## src/pkg/perfsel_defs.vh

```
`ifndef PERFSEL_DEFS_VH
`define PERFSEL_DEFS_VH

// ----------------------------------------
// register byte offsets and reset values
// ----------------------------------------
`define CTRL_OFF    8'h00
`define COUNT_OFF   8'h04
`define STATUS_OFF  8'h08
`define CTRL_RST    32'h0000_0000
`define COUNT_RST   32'h0000_0000

// ----------------------------------------
// control register fields
// ----------------------------------------
`define F_EVT       7:0
`define F_UMASK     15:8
`define F_EDGE      16
`define F_EN        22
`define F_CMASK     31:24

// ----------------------------------------
// event numbers
// ----------------------------------------
`define EVT_DELIVERY 8'h79
`define EVT_ICACHE  8'h80
`define EVT_XLATE   8'h85
`define EVT_PREDEC  8'h87
`define EVT_BR_EXEC 8'h88
`define EVT_BR_MISP 8'h89

// ----------------------------------------
// unit-mask bit positions
// ----------------------------------------
`define UM_QUEUE_EMPTY 1
`define UM_LEGACY    2
`define UM_DECODED   3
`define UM_SEQ_DEC   4
`define UM_SEQ_LEG   5
`define UM_IC_MISS   1
`define UM_WALK_GO   0
`define UM_WALK_DONE 1
`define UM_WALK_BUSY 2
`define UM_L2_HIT    4
`define UM_PREFIX    0
`define UM_QUEUE_FULL 2
`define UM_TAKEN     7
`define UM_NOTTAKEN  6

// ----------------------------------------
// ahb-lite encodings
// ----------------------------------------
`define HTRANS_NONSEQ 2'b10
`define HRESP_OKAY    1'b0

`endif

```

## src/verilog/frontend_branch_event_select.v

```verilog
// Implementation choices: the AHB-Lite slave port and the address map.
`include "perfsel_defs.vh"

// What this block does
// - 79H/02H: count cycles decode queue empty
// - 79H/04H: add legacy-path uops each cycle the sequencer is idle
// - 79H/08H: add decoded-cache uops each cycle the sequencer is idle
// - 79H/10H: sequencer uops via cache; edge activations
// - threshold 1 counts non-zero cycles
// - 79H/20H: sequencer uops via legacy path
// - 79H/30H: sequencer uops from both paths
// - 79H mask 08H|10H counts both sources
// - 80H/02H: count instruction cache misses
// - 85H/01H: count misses starting page walk
// - 85H/02H: count misses with finished walk
// - 85H/04H: count cycles walk handler busy
// - 85H/10H: count second-level buffer hits
// - 87H/01H: count length-changing prefix stalls
// - 87H/04H: count instruction-queue-full stall cycles
// - 88H: executed branches, C1H conditional, FFH all
// - 88H: 41H not-taken, 81H taken conditional
// - 88H: 88H taken returns, C8H all returns
// - 88H: 90H direct calls, A0H indirect calls
// - 89H mispredicted: 41H/81H conditional branches
// - 89H: 90H direct calls, 84H indirect jumps
module frontend_branch_event_select #(
    parameter UOP_W = 3
) (
    // clock and reset
    input  wire         hclk,
    input  wire         hresetn,
    // ahb-lite slave
    input  wire         hsel,
    input  wire [31:0]  haddr,
    input  wire [1:0]   htrans,
    input  wire         hwrite,
    input  wire [2:0]   hsize,
    input  wire         hready,
    input  wire [31:0]  hwdata,
    output wire         hreadyout,
    output wire         hresp,
    output reg  [31:0]  hrdata,
    // decode queue delivery
    input  wire             instr_decode_queue_empty,
    input  wire [UOP_W-1:0] legacy_decode_path_uops,
    input  wire [UOP_W-1:0] decoded_uop_cache_uops,
    input  wire             microcode_sequencer_busy,
    // fetch and translation
    input  wire         instr_cache_miss_event,
    input  wire         xlate_walk_start,
    input  wire         xlate_walk_done,
    input  wire         page_miss_handler_busy,
    input  wire         second_level_xlate_buffer_hit,
    // pre-decode stalls
    input  wire         length_changing_prefix_stall,
    input  wire         instruction_queue_full_stall,
    // branch execution
    input  wire         branch_valid,
    input  wire [5:0]   branch_class,
    input  wire         branch_taken,
    input  wire         branch_mispredicted,
    // counter view
    output wire [31:0]  count_value,
    output wire         count_running
);

// ----------------------------------------
// helpers
// ----------------------------------------
function [5:0] pick;
    input             en;
    input [UOP_W-1:0] v;
    begin
        if (en)
            pick = {{(6-UOP_W){1'b0}}, v};
        else
            pick = 6'h00;
    end
endfunction

function [5:0] one;
    input en;
    begin
        one = {5'h00, en};
    end
endfunction

// class bits: 0 cond, 1 direct jump, 2 indirect jump,
// 3 return, 4 direct call, 5 indirect call
function br_hit;
    input [7:0] m;
    input [5:0] cls;
    input       tk;
    reg         dir_ok;
    begin
        dir_ok = (tk & m[`UM_TAKEN]) | (~tk & m[`UM_NOTTAKEN]);
        br_hit = (|(m[5:0] & cls)) & dir_ok;
    end
endfunction

// ----------------------------------------
// registers
// ----------------------------------------
reg  [31:0] ctrl_reg;
reg  [31:0] ctrl_next;
reg  [31:0] count_reg;
reg  [31:0] count_next;
reg         cond_prev_reg;
reg         wr_pend_reg;
reg  [7:0]  addr_reg;

wire [7:0]  evt   = ctrl_reg[`F_EVT];
wire [7:0]  umask = ctrl_reg[`F_UMASK];
wire [7:0]  cmask = ctrl_reg[`F_CMASK];
wire        edge_en = ctrl_reg[`F_EDGE];
wire        cnt_en  = ctrl_reg[`F_EN];

// ----------------------------------------
// ahb-lite slave
// ----------------------------------------
// zero wait states; every response is okay
assign hreadyout = 1'b1;
assign hresp     = `HRESP_OKAY;

wire take = hsel & hready & (htrans == `HTRANS_NONSEQ);
wire wr_ctrl  = wr_pend_reg & (addr_reg == `CTRL_OFF);
wire wr_count = wr_pend_reg & (addr_reg == `COUNT_OFF);

always @(posedge hclk or negedge hresetn) begin
    if (!hresetn) begin
        wr_pend_reg <= 1'b0;
        addr_reg    <= 8'h00;
    end else begin
        wr_pend_reg <= take & hwrite;
        if (take)
            addr_reg <= haddr[7:0];
    end
end

// ----------------------------------------
// per-cycle quantity for the selection
// ----------------------------------------
wire       seq_busy = microcode_sequencer_busy;
wire       seq_idle = ~microcode_sequencer_busy;
wire       bok      = branch_valid;

// ----------------------------------------
// decode queue delivery sub-events
// ----------------------------------------
// legacy and cache sources split by sequencer state,
// so every mask combination sums disjoint uops
wire       en_empty   = umask[`UM_QUEUE_EMPTY];
wire       en_legacy  = umask[`UM_LEGACY] & seq_idle;
wire       en_decoded = umask[`UM_DECODED] & seq_idle;
wire       en_seq_dec = umask[`UM_SEQ_DEC] & seq_busy;
wire       en_seq_leg = umask[`UM_SEQ_LEG] & seq_busy;
reg  [5:0] qty_dlv;

// widest sum is 1 + 2 * 7, since sequencer state enables only two uop terms
always @* begin
    qty_dlv = one(en_empty & instr_decode_queue_empty)
            + pick(en_legacy, legacy_decode_path_uops)
            + pick(en_decoded, decoded_uop_cache_uops)
            + pick(en_seq_dec, decoded_uop_cache_uops)
            + pick(en_seq_leg, legacy_decode_path_uops);
end

// ----------------------------------------
// fetch, translation and pre-decode sub-events
// ----------------------------------------
wire       hit_miss   = umask[`UM_IC_MISS] & instr_cache_miss_event;
wire       hit_go     = umask[`UM_WALK_GO] & xlate_walk_start;
wire       hit_done   = umask[`UM_WALK_DONE] & xlate_walk_done;
wire       hit_busy   = umask[`UM_WALK_BUSY] & page_miss_handler_busy;
wire       hit_l2     = umask[`UM_L2_HIT] & second_level_xlate_buffer_hit;
wire       hit_prefix = umask[`UM_PREFIX] & length_changing_prefix_stall;
wire       hit_full   = umask[`UM_QUEUE_FULL] & instruction_queue_full_stall;
reg  [5:0] qty_fetch;
reg  [5:0] qty_xlate;
reg  [5:0] qty_predec;

always @* begin
    qty_fetch = one(hit_miss);
end

// walk start and walk done may fall in one cycle; both count
always @* begin
    qty_xlate = one(hit_go)
              + one(hit_done)
              + one(hit_busy)
              + one(hit_l2);
end

always @* begin
    qty_predec = one(hit_prefix)
               + one(hit_full);
end

// ----------------------------------------
// branch execution sub-events
// ----------------------------------------
// one branch a cycle; type and direction bits both gate
wire       br_sel  = br_hit(umask, branch_class, branch_taken);
wire       br_exec = bok & br_sel;
wire       br_misp = bok & branch_mispredicted & br_sel;
reg  [5:0] qty_exec;
reg  [5:0] qty_misp;

always @* begin
    qty_exec = one(br_exec);
end

always @* begin
    qty_misp = one(br_misp);
end

// ----------------------------------------
// event select
// ----------------------------------------
// unknown events never count, so a stale selection is harmless
reg  [5:0] qty;
reg        known;

always @* begin
    qty   = 6'h00;
    known = 1'b1;
    case (evt)
        `EVT_DELIVERY: begin
            qty = qty_dlv;
        end
        `EVT_ICACHE: begin
            qty = qty_fetch;
        end
        `EVT_XLATE: begin
            qty = qty_xlate;
        end
        `EVT_PREDEC: begin
            qty = qty_predec;
        end
        `EVT_BR_EXEC: begin
            qty = qty_exec;
        end
        `EVT_BR_MISP: begin
            qty = qty_misp;
        end
        default: begin
            known = 1'b0;
        end
    endcase
end

// ----------------------------------------
// threshold and edge qualification
// ----------------------------------------
// with edge clear, cmask 0 passes the raw quantity; any other value turns
// the counter into a counter of cycles with qty >= cmask
wire       active  = cnt_en & known;
wire       use_thr = (cmask != 8'h00);
wire       nz      = (qty != 6'h00);
wire       thr_ok  = ({2'b00, qty} >= cmask);
wire       cond    = use_thr ? thr_ok : nz;
wire       rise    = cond & ~cond_prev_reg;
reg  [5:0] inc;

always @* begin
    if (!active) begin
        inc = 6'h00;
    end else if (edge_en) begin
        inc = one(rise);
    end else if (use_thr) begin
        inc = one(cond);
    end else begin
        inc = qty;
    end
end

// ----------------------------------------
// register update
// ----------------------------------------
always @* begin
    ctrl_next = ctrl_reg;
    if (wr_ctrl)
        ctrl_next = hwdata;
end

// the counter wraps silently; software must read often enough
wire [31:0] count_inc = count_reg + {{26{1'b0}}, inc};

// software write beats the increment of that cycle
always @* begin
    if (wr_count) begin
        count_next = hwdata;
    end else begin
        count_next = count_inc;
    end
end

always @(posedge hclk or negedge hresetn) begin
    if (!hresetn) begin
        ctrl_reg      <= `CTRL_RST;
        count_reg     <= `COUNT_RST;
        cond_prev_reg <= 1'b0;
    end else begin
        ctrl_reg      <= ctrl_next;
        count_reg     <= count_next;
        // cleared while idle so the first active cycle can edge
        cond_prev_reg <= active & cond;
    end
end

// ----------------------------------------
// read data
// ----------------------------------------
// built from next values so a read right after a write
// returns the written data
wire        rd_take     = take & ~hwrite;
wire [31:0] status_word = {{18{1'b0}}, qty, 6'h00,
                           cond_prev_reg, known};
wire [31:0] rd_word;

// unmapped offsets read zero rather than an alias
function [31:0] read_mux;
    input [7:0]  a;
    input [31:0] c;
    input [31:0] n;
    input [31:0] s;
    begin
        case (a)
            `CTRL_OFF:   read_mux = c;
            `COUNT_OFF:  read_mux = n;
            `STATUS_OFF: read_mux = s;
            default:     read_mux = 32'h0000_0000;
        endcase
    end
endfunction

assign rd_word = read_mux(haddr[7:0], ctrl_next, count_next, status_word);

// hrdata holds until the next read is taken
always @(posedge hclk or negedge hresetn) begin
    if (!hresetn) begin
        hrdata <= 32'h0000_0000;
    end else if (rd_take) begin
        hrdata <= rd_word;
    end
end

// ----------------------------------------
// counter view
// ----------------------------------------
// count_running is combinational: it follows a control write
// from the cycle after that write's data phase
assign count_value   = count_reg;
assign count_running = active;

endmodule

```

## config.mk

```make
export PLATFORM = sky130hd
export DESIGN_NAME = frontend_branch_event_select
export DESIGN_NICKNAME = d
export VERILOG_FILES = /design/src/verilog/frontend_branch_event_select.v
export VERILOG_INCLUDE_DIRS = /design/src /design/src/pkg
export SDC_FILE = /design/constraint.sdc
export NUM_CORES = 1
export LEC_CHECK = 0
export BUFFER_PORTS_ARGS = -buffer_cell sky130_fd_sc_hd__buf_2
export CORE_ASPECT_RATIO = 0.75
export CORE_MARGIN = 1.5
export CORE_UTILIZATION = 57
export CTS_CLUSTER_DIAMETER = 120
export DETAILED_ROUTE_END_ITERATION = 7
export PLACE_DENSITY = 0.86
export SYNTH_ARGS = -nofsm -noshare
export SYNTH_HDL_FRONTEND = slang
export SYNTH_SLANG_ARGS = --single-unit
```

## constraint.sdc

```tcl
create_clock -name hclk -period 15.8 [get_ports hclk]
set_clock_uncertainty 0.1 [all_clocks]
set_input_delay 1.58 -clock hclk [delete_from_list [all_inputs] [get_ports hclk]]
set_output_delay 1.58 -clock hclk [all_outputs]
set_load 0.005 [all_outputs]
```

# Word level (Yosys, flattened, before mapping)

Index checks and enable logic that the tools add are counted.

Input bits: 98
Register bits after elaboration: 106
Word-level logic and storage cells: 78

Reduce and logical (&&, ||, !) cells: 6
$add $sub $neg: 9
Equality and inequality tests: 10
Magnitude comparators: 1
Muxes and demuxes: 13
Bitwise logic cells: 33

Operator list:

| cell               | number |
|---|---|
| $pmux 32 s3        | 1 |
| $mux 32            | 2 |
| $eq 8x8->1 const B | 5 |
| $pmux 6 s6         | 1 |
| $add 32x6->32      | 1 |
| $and 1x1->1        | 27 |
| $add 6x6->6        | 3 |
| $mux 6             | 3 |
| $eq 8x3->1 const B | 2 |
| $logic_not 8->1    | 2 |
| $mux 3             | 4 |
| $reduce_or 6->1    | 2 |
| $eq 8x4->1 const B | 1 |
| $eq 8x7->1 const B | 1 |
| $ge 6x8->1         | 1 |
| $reduce_bool 8->1  | 1 |
| $add 1x6->6        | 1 |
| $and 6x6->6        | 1 |
| $reduce_bool 6->1  | 1 |
| $add 1x1->2        | 2 |
| $add 3x1->4        | 1 |
| $not 1->1          | 4 |
| $add 2x1->3        | 1 |
| $eq 2x2->1 const B | 1 |
| 2 further kinds    | 3 |

# Logic depth before layout (Yosys ltp)

Gate-level depths: netlist of the first run.

Depth in word-level cells: 16
Depth in mapped cells: 24

# Worst setup path before layout of the first run

No wires, ideal clock.

Path type: input port to flip-flop
From: input port microcode_sequencer_busy
To: register hrdata[16]
Slack: 9.235 ns
Stages on the path: 22
Arrival: 6.339 ns
Setup time: 0.126 ns
Data required time: 15.574 ns
Cells stage by stage: nor2b_1 and2_1 fa_1 fa_1 ha_1 fa_1 a32oi_1 inv_1 ha_1 o21ai_0 a21oi_1 o311a_1 o211a_1 ha_1 inv_1 fa_1 nor2b_1 o31a_1 o2111ai_1 xnor2_1 mux2_2 a221o_1

Cells in the longest elaborated chain, start to end: 16
Elaborated cells between the ends (all ways): 24
Classes of those cells: add/sub (5); order compare (1); mux (11); bitwise (6); reduce/logical (1)

Ends and longest elaborated chain:

| what                                            | line                                                                   | text |
|---|---|---|
| from (decl)                                     | frontend_branch_event_select.v:47                                      | `input wire microcode_sequencer_busy,` |
| $not 1->1                                       | frontend_branch_event_select.v:144                                     | `wire seq_idle = ~microcode_sequencer_busy;` |
| $and 1x1->1                                     | frontend_branch_event_select.v:153                                     | `` wire en_legacy = umask[`UM_LEGACY] & seq_idle; `` |
| $mux 3                                          | frontend_branch_event_select.v:74                                      | `if (en)` |
| $add 1x6->6                                     | frontend_branch_event_select.v:162                                     | `+ pick(en_legacy, legacy_decode_path_uops)` |
| $add 6x6->6                                     | frontend_branch_event_select.v:163                                     | `+ pick(en_decoded, decoded_uop_cache_uops)` |
| $add 6x6->6                                     | frontend_branch_event_select.v:164                                     | `+ pick(en_seq_dec, decoded_uop_cache_uops)` |
| $add 6x6->6 (*)                                 | frontend_branch_event_select.v:165                                     | `+ pick(en_seq_leg, legacy_decode_path_uops);` |
| $pmux 6 s6 (*)                                  | frontend_branch_event_select.v:227                                     | `case (evt)` |
| $ge 6x8->1 or $reduce_bool 6->1 (tied branches) | frontend_branch_event_select.v:260, frontend_branch_event_select.v:259 |  |
| $mux 1                                          | frontend_branch_event_select.v:261                                     | `wire cond = use_thr ? thr_ok : nz;` |
| $mux 6 or $and 1x1->1 (tied branches)           | frontend_branch_event_select.v:270, frontend_branch_event_select.v:262 |  |
| $mux 6 (*)                                      | frontend_branch_event_select.v:268                                     | `end else if (edge_en) begin` |
| $mux 6 (*)                                      | frontend_branch_event_select.v:266                                     | `if (!active) begin` |
| $add 32x6->32 (*)                               | frontend_branch_event_select.v:287                                     | `wire [31:0] count_inc = count_reg + {{26{1'b0}}, inc};` |
| $mux 32 (*)                                     | frontend_branch_event_select.v:291                                     | `if (wr_count) begin` |
| via count_next[16]                              | frontend_branch_event_select.v:107                                     | `reg [31:0] count_next;` |
| $pmux 32 s3 (*)                                 | frontend_branch_event_select.v:328                                     | `case (a)` |
| to (signal assigned)                            | frontend_branch_event_select.v:344                                     | `hrdata <= rd_word;` |
| to (decl)                                       | frontend_branch_event_select.v:42                                      | `output reg [31:0] hrdata,` |

The timed path passes the listed nets; every way through them passes the cells marked *.
A chain may end at the register's enable or synchronous reset.

# Worst setup path after layout of the first run

From: input port microcode_sequencer_busy
To: register hrdata[27]

Cells in the longest elaborated chain, start to end: 16
Elaborated cells between the ends (all ways): 24
Classes of those cells: add/sub (5); order compare (1); mux (11); bitwise (6); reduce/logical (1)

Ends and longest elaborated chain:

| what                                            | line |
|---|---|
| $not 1->1                                       | frontend_branch_event_select.v:144 |
| $and 1x1->1                                     | frontend_branch_event_select.v:153 |
| $mux 3                                          | frontend_branch_event_select.v:74 |
| $add 1x6->6                                     | frontend_branch_event_select.v:162 |
| $add 6x6->6                                     | frontend_branch_event_select.v:163 |
| $add 6x6->6                                     | frontend_branch_event_select.v:164 |
| $add 6x6->6 (*)                                 | frontend_branch_event_select.v:165 |
| $pmux 6 s6 (*)                                  | frontend_branch_event_select.v:227 |
| $ge 6x8->1 or $reduce_bool 6->1 (tied branches) | frontend_branch_event_select.v:260, frontend_branch_event_select.v:259 |
| $mux 1                                          | frontend_branch_event_select.v:261 |
| $mux 6 or $and 1x1->1 (tied branches)           | frontend_branch_event_select.v:270, frontend_branch_event_select.v:262 |
| $mux 6 (*)                                      | frontend_branch_event_select.v:268 |
| $mux 6 (*)                                      | frontend_branch_event_select.v:266 |
| $add 32x6->32 (*)                               | frontend_branch_event_select.v:287 |
| $mux 32 (*)                                     | frontend_branch_event_select.v:291 |
| $pmux 32 s3 (*)                                 | frontend_branch_event_select.v:328 |

Every way passes the cells marked *; elsewhere a longest branch is shown, timed or not.

==> qor.txt, run 1 <==
First-pass GRT wire length - 26320 um
Crit. End Element - flip-flop
Post-Synth Adder-Cell Area - 0.06416
Max-slew headroom - 0.2089
Worst slew pin tran - 1.187 ns
Post-Synth XOR/XNOR Area - 0.04432
Main combinational cell family by area after synthesis - compound AO/OA/AOI/OAI gates
Startpoint Class - input pin
Leakage power total - 3.432 nW
Hold Path Class - reg -> reg
Root buf cell - clkbuf_16
Final setup vio count - 0
Routed len/inst - 19.86 um
Final period utilization - 0.4664
Min-delay src - hrdata[2]
Die ar. - 11030 um2
Num rows - 32
Cell Area, Synth - 5928 um2
# fillers - 786
Sequential-to-total area share from yosys stat - 0.4474
WHS Path Cells - 2
Worst path max stage delay - 0.94 ns
Seq cells post-synth - 106
CORE AREA - 10210 um2
EDFF count, synth - 0
Inserted Diodes - 0
Clk slew on worst S/H paths - 0.07 ns
DRT iter0 DRCs - 438
Worst Path Required - 15.89 ns
Die height - 91.32 um
FF-to-FF path depth - 19
Syn Inst Count - 577
FFs w/ async S/R, synth - 1.000
Syn_area_per_cell - 10.27 um2
Maxcap violations - 0
Finished Core Util - 0.6794
Crit path arrival time - 7.46 ns
Port Buffers - 135
Ys flop type - dfrtp_1
Global route overflow - 0
Post-synthesis mux area share - 0.08126
Critical Path Fanout Max - 10
FF-to-FF setup slack - 9.38 ns
Post-synthesis simple-gate area fraction - 0.1553
Tmin final - 7.369 ns
Crit path buf inv count - 2
DR pass1 iterations - 5
Worst VDD drop - 0.05156 mV
Outcome - complete, no violations
Worst path top cell family by delay - compound AO/OA/AOI/OAI gates
Hold Vio Cnt, Final - 0
CTS tree - built
CP Class - in -> reg
H-tree levels - 3
IO Pins - 165
Layout cell share with drive strength beyond 1 - 0.2863
GPL Wtd Cong - 0.9329
Area grow syn2layout - 17.01%
Compound-Gate Fraction of Synth Area - 0.1638
Worst r2r src - ctrl_reg[13]
Mapped Nets - 700
CP Cell Sequence - buf_2, nor2b_1, and2_1, fa_1, fa_1, ha_1, fa_1, a32oi_1, inv_1, ha_1, o21ai_0, a21oi_1, o311a_1, o211a_1, ha_1, a211oi_1, o21bai_1, a21oi_1, nor3_1, xnor2_1, o21ai_0
Max clock buf depth - 2
Vias - 5221
Post-Route WL - 16640 um
Design Power - 0.0005974 W
TNS Setup - 0 ns
Post-cts gate resize count - 0
Gr usage total - 0.3104
Ys Warns - 0
Number of CTS-inserted buffers - 9
# Post-CTS Setup Buffers - 0
Hold path endpoint - hrdata[2]
Max Slew Vio Count - 0
Clk Latency, worst-skew pair - 0.35 ns
CTS Hold Bufs - 0
Starting density of the core - 0.5806
Vias in the first global route - 5187
Largest net degree at the start of global routing - 75
Die Wd - 120.8 um
RSZ-0062 raised after global routing - false
Cell variety after synth - 61
FF-to-FF End - hrdata[27]
Pwr/cell area - 86.12 nW/um2
Initial antenna violation count - 0
TritonCTS Sinks - 106
Post-DRT Antenna Nets - 0
Slowest CP cell - a21oi_1
NumNets Final - 820
Fmax - 135.7 MHz
Hpwl dp - 11790 um
# DRC - 0
DR vias/cell - 6.230
## final cells by class
| cell class | count | area (um2) | area share |
|---|---|---|---|
| multi-input cells | 416 | 3029 | 0.4367 |
| flip-flops and latches | 106 | 2653 | 0.3824 |
| repair buffers | 138 | 700.7 | 0.1010 |
| clock buffers | 10 | 239.0 | 0.03445 |
| well taps | 136 | 170.2 | 0.02453 |
| inverters | 26 | 97.59 | 0.01407 |
| clock inverters | 6 | 47.55 | 0.006854 |
## metal layers
layer	global-route usage	vias up	wire, um
met5	0	-	0
met4	0.1010	0	265
met3	0.07286	25	1651
met2	0.4896	303	7721
met1	0.4260	2562	7004
li1	-	2331	-
## stage by stage
step                      hold slack, ns  cell area, um2  cells  worst slack, ns
after floorplan                   0.3516            5928    577            9.235
after global placement            0.3628            6650    822            8.464
after detailed placement          0.3663            6650    822            8.226
after CTS                         0.3828            6937    838            8.528
after global routing              0.4054            6937    838            8.138
final                             0.3732            6937    838            8.431
## cells in the final DEF (no fill, tap or decap), drive strengths merged, types with 7 or more instances in the layout
cell type  netlist  layout
dfrtp          106     106
xor2             8       8
fa               9       9
a21oi           35      35
o211ai           8       8
nand3           14      14
a22o            10      10
ha              16      16
o21ai           30      30
mux2            41      41
and2            14      14
nand2           41      41
a22oi            9       9
and3            11      11
nor2            45      45
nor3            13      13
a221o            7       7
inv             26      29
clkbuf          17      10
xnor2           22      22
buf             12     138
## report_power, final
| part | switching (W) | internal, W |
|---|---|---|
| combinational | 0.0000371 | 0.0000323 |
| sequential | 0.0000185 | 0.000289 |
| clock | 0.000107 | 0.000113 |
| total | 0.000162 | 0.000435 |
## cell usage after synthesis (3+ instances only)
library cell | count | share of area
clkbuf_1 | 17 | 0.011
o21ai_0 | 28 | 0.024
o2111ai_1 | 3 | 0.0044
a211oi_1 | 3 | 0.0038
inv_1 | 26 | 0.016
ha_1 | 16 | 0.034
or4_1 | 3 | 0.0038
nor3_1 | 12 | 0.010
a222oi_1 | 5 | 0.0084
nor2b_1 | 4 | 0.0042
xor2_1 | 8 | 0.012
nand3_1 | 14 | 0.012
and3_1 | 11 | 0.012
nor4_1 | 4 | 0.0042
a22o_1 | 9 | 0.013
o211ai_1 | 8 | 0.010
dfrtp_1 | 106 | 0.45
buf_4 | 7 | 0.0089
fa_1 | 9 | 0.030
a22oi_1 | 9 | 0.011
xnor2_1 | 22 | 0.033
and4_1 | 3 | 0.0044
nand2_1 | 41 | 0.026
a2111oi_0 | 6 | 0.0089
a221o_1 | 7 | 0.012
a21o_1 | 5 | 0.0063
nor4b_1 | 5 | 0.0074
o21bai_1 | 3 | 0.0038
nand4_1 | 5 | 0.0053
and2_1 | 14 | 0.015
buf_2 | 3 | 0.0025
nor2_1 | 45 | 0.028
a21oi_1 | 35 | 0.030
mux2_2 | 41 | 0.078
nand2b_1 | 3 | 0.0032
## worst reg2reg max path: cells and delay by family, from the launching register on
family	cells	cell delay, ns
AO/OA/AOI/OAI	9	2.68
AND/OR/NAND/NOR	2	0.44
XOR/XNOR	1	0.28
adder cells (fa/ha/maj)	6	2.19
buffers and inverters	1	0.10
flip-flops	1	0.49
## cell families after synthesis
group                    after synthesis
multiplexers                          43
buffers and inverters                 55
adder cells (fa/ha/maj)               25
XOR/XNOR                              30
other                                  2
flip-flops                           106
AO/OA/AOI/OAI                        140
AND/OR/NAND/NOR                      176
## worst max-delay path by stage
stage | from | endpoint | slack, ns | depth (start not counted)
6_report | microcode_sequencer_busy | hrdata[27] | 8.43 | 21
5_1_grt | microcode_sequencer_busy | hrdata[27] | 8.14 | 21
4_1_cts | microcode_sequencer_busy | hrdata[27] | 8.53 | 21
3_5_place_dp | microcode_sequencer_busy | count_value[27] | 8.23 | 21
3_3_place_gp | microcode_sequencer_busy | hrdata[30] | 8.46 | 23
2_1_floorplan | microcode_sequencer_busy | hrdata[16] | 9.24 | 22
Power figures use the tool's default switching activity.
==> run 2: changes to the inputs <==
ABC_AREA = 1   (was unset)
CORE_UTILIZATION = 55   (was 57)
PLACE_DENSITY = 0.82   (was 0.86)
clock period = 6.8 ns   (was 15.8 ns; I/O delays follow)
==> run 2 against run 1 <==
  * Non-clock buffer count stayed put
  * Largest cell class unchanged
  * Register-to-register slack lost 8.5 ns
  * Via count up 33%
  * Critical endpoint is now hrdata[20]
  * Clock-buffer cell count is the same
  * Hold slack got worse by 0.27 ns
  * First-iteration DRC count up 41%
  * Power rose to 2.8 times the previous value
  * Routed wire length rose by 19%
  * Sequential share of layout area is 4.6 points lower
  * Synthesized cell count up 74%
==> qor.txt, run 2 <==
Outcome - complete, no violations (unchanged)
Hpwl dp - 15190 um (was 11790 um)
Vias in the first global route - 6109 (was 5187)
Cell Area, Synth - 6843 um2 (was 5928 um2)
Port Buffers - 135 (unchanged)
Clk slew on worst S/H paths - 0.08 ns (was 0.07 ns)
Die Wd - 131.8 um (was 120.8 um)
Max-slew headroom - 0.2878 (was 0.2089)
Most frequent cell after synthesis - nand2_1 (was dfrtp_1)
Place WS - 0.4840 ns (was 8.226 ns)
Root buf cell - clkbuf_16 (unchanged)
Crit. End Element - flip-flop (unchanged)
Area grow syn2layout - 15.40% (was 17.01%)
Tmin final - 6.020 ns
Max clock buf depth - 2 (unchanged)
Crit path arrival time - 6.17 ns (was 7.46 ns)
Post-Route WL - 19770 um (was 16640 um)
# fillers - 1091 (was 786)
Most frequent cells in the layout - nand2_1 (417), buf_2 (134), inv_1 (126), dfrtp_1 (106), nand3_1 (86) (was buf_2 (134), dfrtp_1 (106), nor2_1 (45), nand2_1 (41), mux2_2 (41))
FFs w/ async S/R, synth - 1.000 (unchanged)
Ys Warns - 0 (unchanged)
Critical Path Fanout Max - 8 (was 10)
# Post-CTS Setup Buffers - 0 (unchanged)
Largest net degree at the start of global routing - 87 (was 75)
Num rows - 35 (was 32)
Mapped Nets - 1125 (was 700)
Hold Vio Cnt, Final - 0 (unchanged)
Number of CTS-inserted buffers - 9 (unchanged)
Synth top cells by count - nand2_1 (417), inv_1 (126), dfrtp_1 (106) (was dfrtp_1 (106), nor2_1 (45), mux2_2 (41), nand2_1 (41), a21oi_1 (35))
CTS tree - built (unchanged)
Gr usage total - 0.3075 (was 0.3104)
WHS - 0.1056 ns (was 0.3732 ns)
Worst slew pin tran - 1.068 ns (was 1.187 ns)
# DRC - 0 (unchanged)
Pwr/cell area - 213.8 nW/um2 (was 86.12 nW/um2)
Leakage power total - 4.586 nW (was 3.432 nW)
Die height - 99.60 um (was 91.32 um)
Maxcap violations - 0 (unchanged)
DR pass1 iterations - 7 (was 5)
Startpoint Class - input pin (unchanged)
Seq cells post-synth - 106 (unchanged)
CTS Hold Bufs - 0 (unchanged)
Hold Path Class - in -> async (was reg -> reg)
Starting density of the core - 0.5601 (was 0.5806)
NumNets Final - 1248 (was 820)
Slowest CP cell - fa_1 (was a21oi_1)
Post-cts gate resize count - 0 (unchanged)
Post-DRT Antenna Nets - 0 (unchanged)
Final period utilization - 0.8853
Worst Path Required - 6.95 ns (was 15.89 ns)
TNS Setup - 0 ns (unchanged)
Global route overflow - 0 (unchanged)
DRT iter0 DRCs - 617 (was 438)
Worst path max stage delay - 0.50 ns (was 0.94 ns)
Ys flop type - dfrtp_1 (unchanged)
Max Slew Vio Count - 0 (unchanged)
Worst VDD drop - 0.1239 mV (was 0.05156 mV)
Sequential-to-total area share from yosys stat - 0.3876 (was 0.4474)
Top-area cell type share of the netlist area - 0.3876 (was 0.4474)
Synth area leader - dfrtp_1 (unchanged)
Clk Latency, worst-skew pair - 0.35 ns (about the same)
Syn Inst Count - 1002 (was 577)
H-tree levels - 3 (unchanged)
Inserted Diodes - 0 (unchanged)
CP Class - in -> reg (unchanged)
CORE AREA - 12220 um2 (was 10210 um2)
Initial antenna violation count - 1 (was 0)
Fmax - 166.1 MHz
EDFF count, synth - 0 (unchanged)
GPL Wtd Cong - 0.9349 (was 0.9329)
TritonCTS Sinks - 106 (unchanged)
Syn_area_per_cell - 6.829 um2 (was 10.27 um2)
Die ar. - 13130 um2 (was 11030 um2)
IO Pins - 165 (unchanged)
DR vias/cell - 5.357 (was 6.230)
Vias - 6943 (was 5221)
Commonest non-fill, non-tap cell in the layout - nand2_1 (was buf_2)
RSZ-0062 raised after global routing - false (unchanged)
First-pass GRT wire length - 31280 um (was 26320 um)
Final WS setup - 0.7802 ns (was 8.431 ns)
Ranking of synthesized cells by area - dfrtp_1 (39%), nand2_1 (23%), inv_1 (6.9%) (was dfrtp_1 (45%), mux2_2 (7.8%), ha_1 (3.4%))
Cell variety after synth - 46 (was 61)
Final setup vio count - 0 (unchanged)
Routed len/inst - 15.26 um (was 19.86 um)
Layout cell share with drive strength beyond 1 - 0.1504 (was 0.2863)
[run 2: cell types whose count changed after synthesis, moves of 10 or more]
cell / before / now
o21ai_0: 28 / 18
inv_1: 26 / 126
nand2_1: 41 / 417
nand4_1: 5 / 19
nor2_1: 45 / 63
xnor2_1: 22 / 3
o21ai_1: 2 / 28
a21oi_1: 35 / 8
mux2_2: 41 / 0
nand3_1: 14 / 86
[run 2: final timing paths]
kind,start,cells after the start,slack [ns],to
max in group asynchronous,hresetn,2,5.14,ctrl_reg[11]
min in group hclk,hrdata[3],2,0.38,hrdata[3]
hold / removal,hresetn,1,0.11,count_value[6]
hold reg to reg,hrdata[3],2,0.38,hrdata[3]
setup reg to reg,ctrl_reg[12],31,0.85,hrdata[20]
setup / recovery,microcode_sequencer_busy,32,0.78,hrdata[20]
[run 2: area by class of cell]
type | count | area, um2 | share of cell area
inverter | 130 | 489.2 | 0.06196
tap | 166 | 207.7 | 0.02630
multi-input combinational | 740 | 3561 | 0.4510
clock buffer | 10 | 229.0 | 0.02900
clock inverter | 6 | 56.30 | 0.007130
sequential | 106 | 2653 | 0.3359
timing repair buffer | 138 | 700.7 | 0.08873
[run 2: through the flow]
| step | util | cells | power [W] | area (um2) |
|---|---|---|---|---|
| CTS | 0.6463 | 1296 | 0.001681 | 7896 |
| floorplan | - | 1002 | 0.001014 | 6843 |
| global placement | 0.6229 | 1280 | 0.001164 | 7611 |
| detailed placement | 0.6229 | 1280 | 0.001176 | 7611 |
| global route | 0.6463 | 1296 | 0.001776 | 7896 |
| finish | 0.6463 | 1296 | 0.001688 | 7896 |
[run 2: routing by layer]
| metal | vias to the layer above | share of wire | global-route usage |
|---|---|---|---|
| met5 | - | 0.00046 | 0 |
| met4 | 2 | 0.011 | 0.06581 |
| met3 | 24 | 0.13 | 0.09225 |
| met2 | 357 | 0.40 | 0.4393 |
| met1 | 3168 | 0.45 | 0.4599 |
| li1 | 3392 | - | - |
[run 2: report_power, final]
| part | switching (W) | internal, W |
|---|---|---|
| clock network | 0.000255 | 0.000258 |
| registers | 0.0000923 | 0.000708 |
| logic | 0.000232 | 0.000143 |
| total | 0.000580 | 0.00111 |
[run 2: cell families (layout without fill, tap and decap cells)]
kind of cell,count (synthesis),in the layout,share of synthesized area
flops,106,106,0.3876
other cells,2,2,0.001098
fa+ha+maj,25,25,0.05559
xor+xnor,4,4,0.005121
compound gates,81,81,0.06985
simple gates,628,628,0.3875
buf+inv,156,284,0.09325
[run 2: critical path, delay by kind of cell]
kind	cells	cell delay (ns)
AO/OA/AOI/OAI	3	0.44
AND/OR/NAND/NOR	16	1.73
buffers and inverters	5	0.56
adder cells (fa/ha/maj)	7	2.58
XOR/XNOR	1	0.16
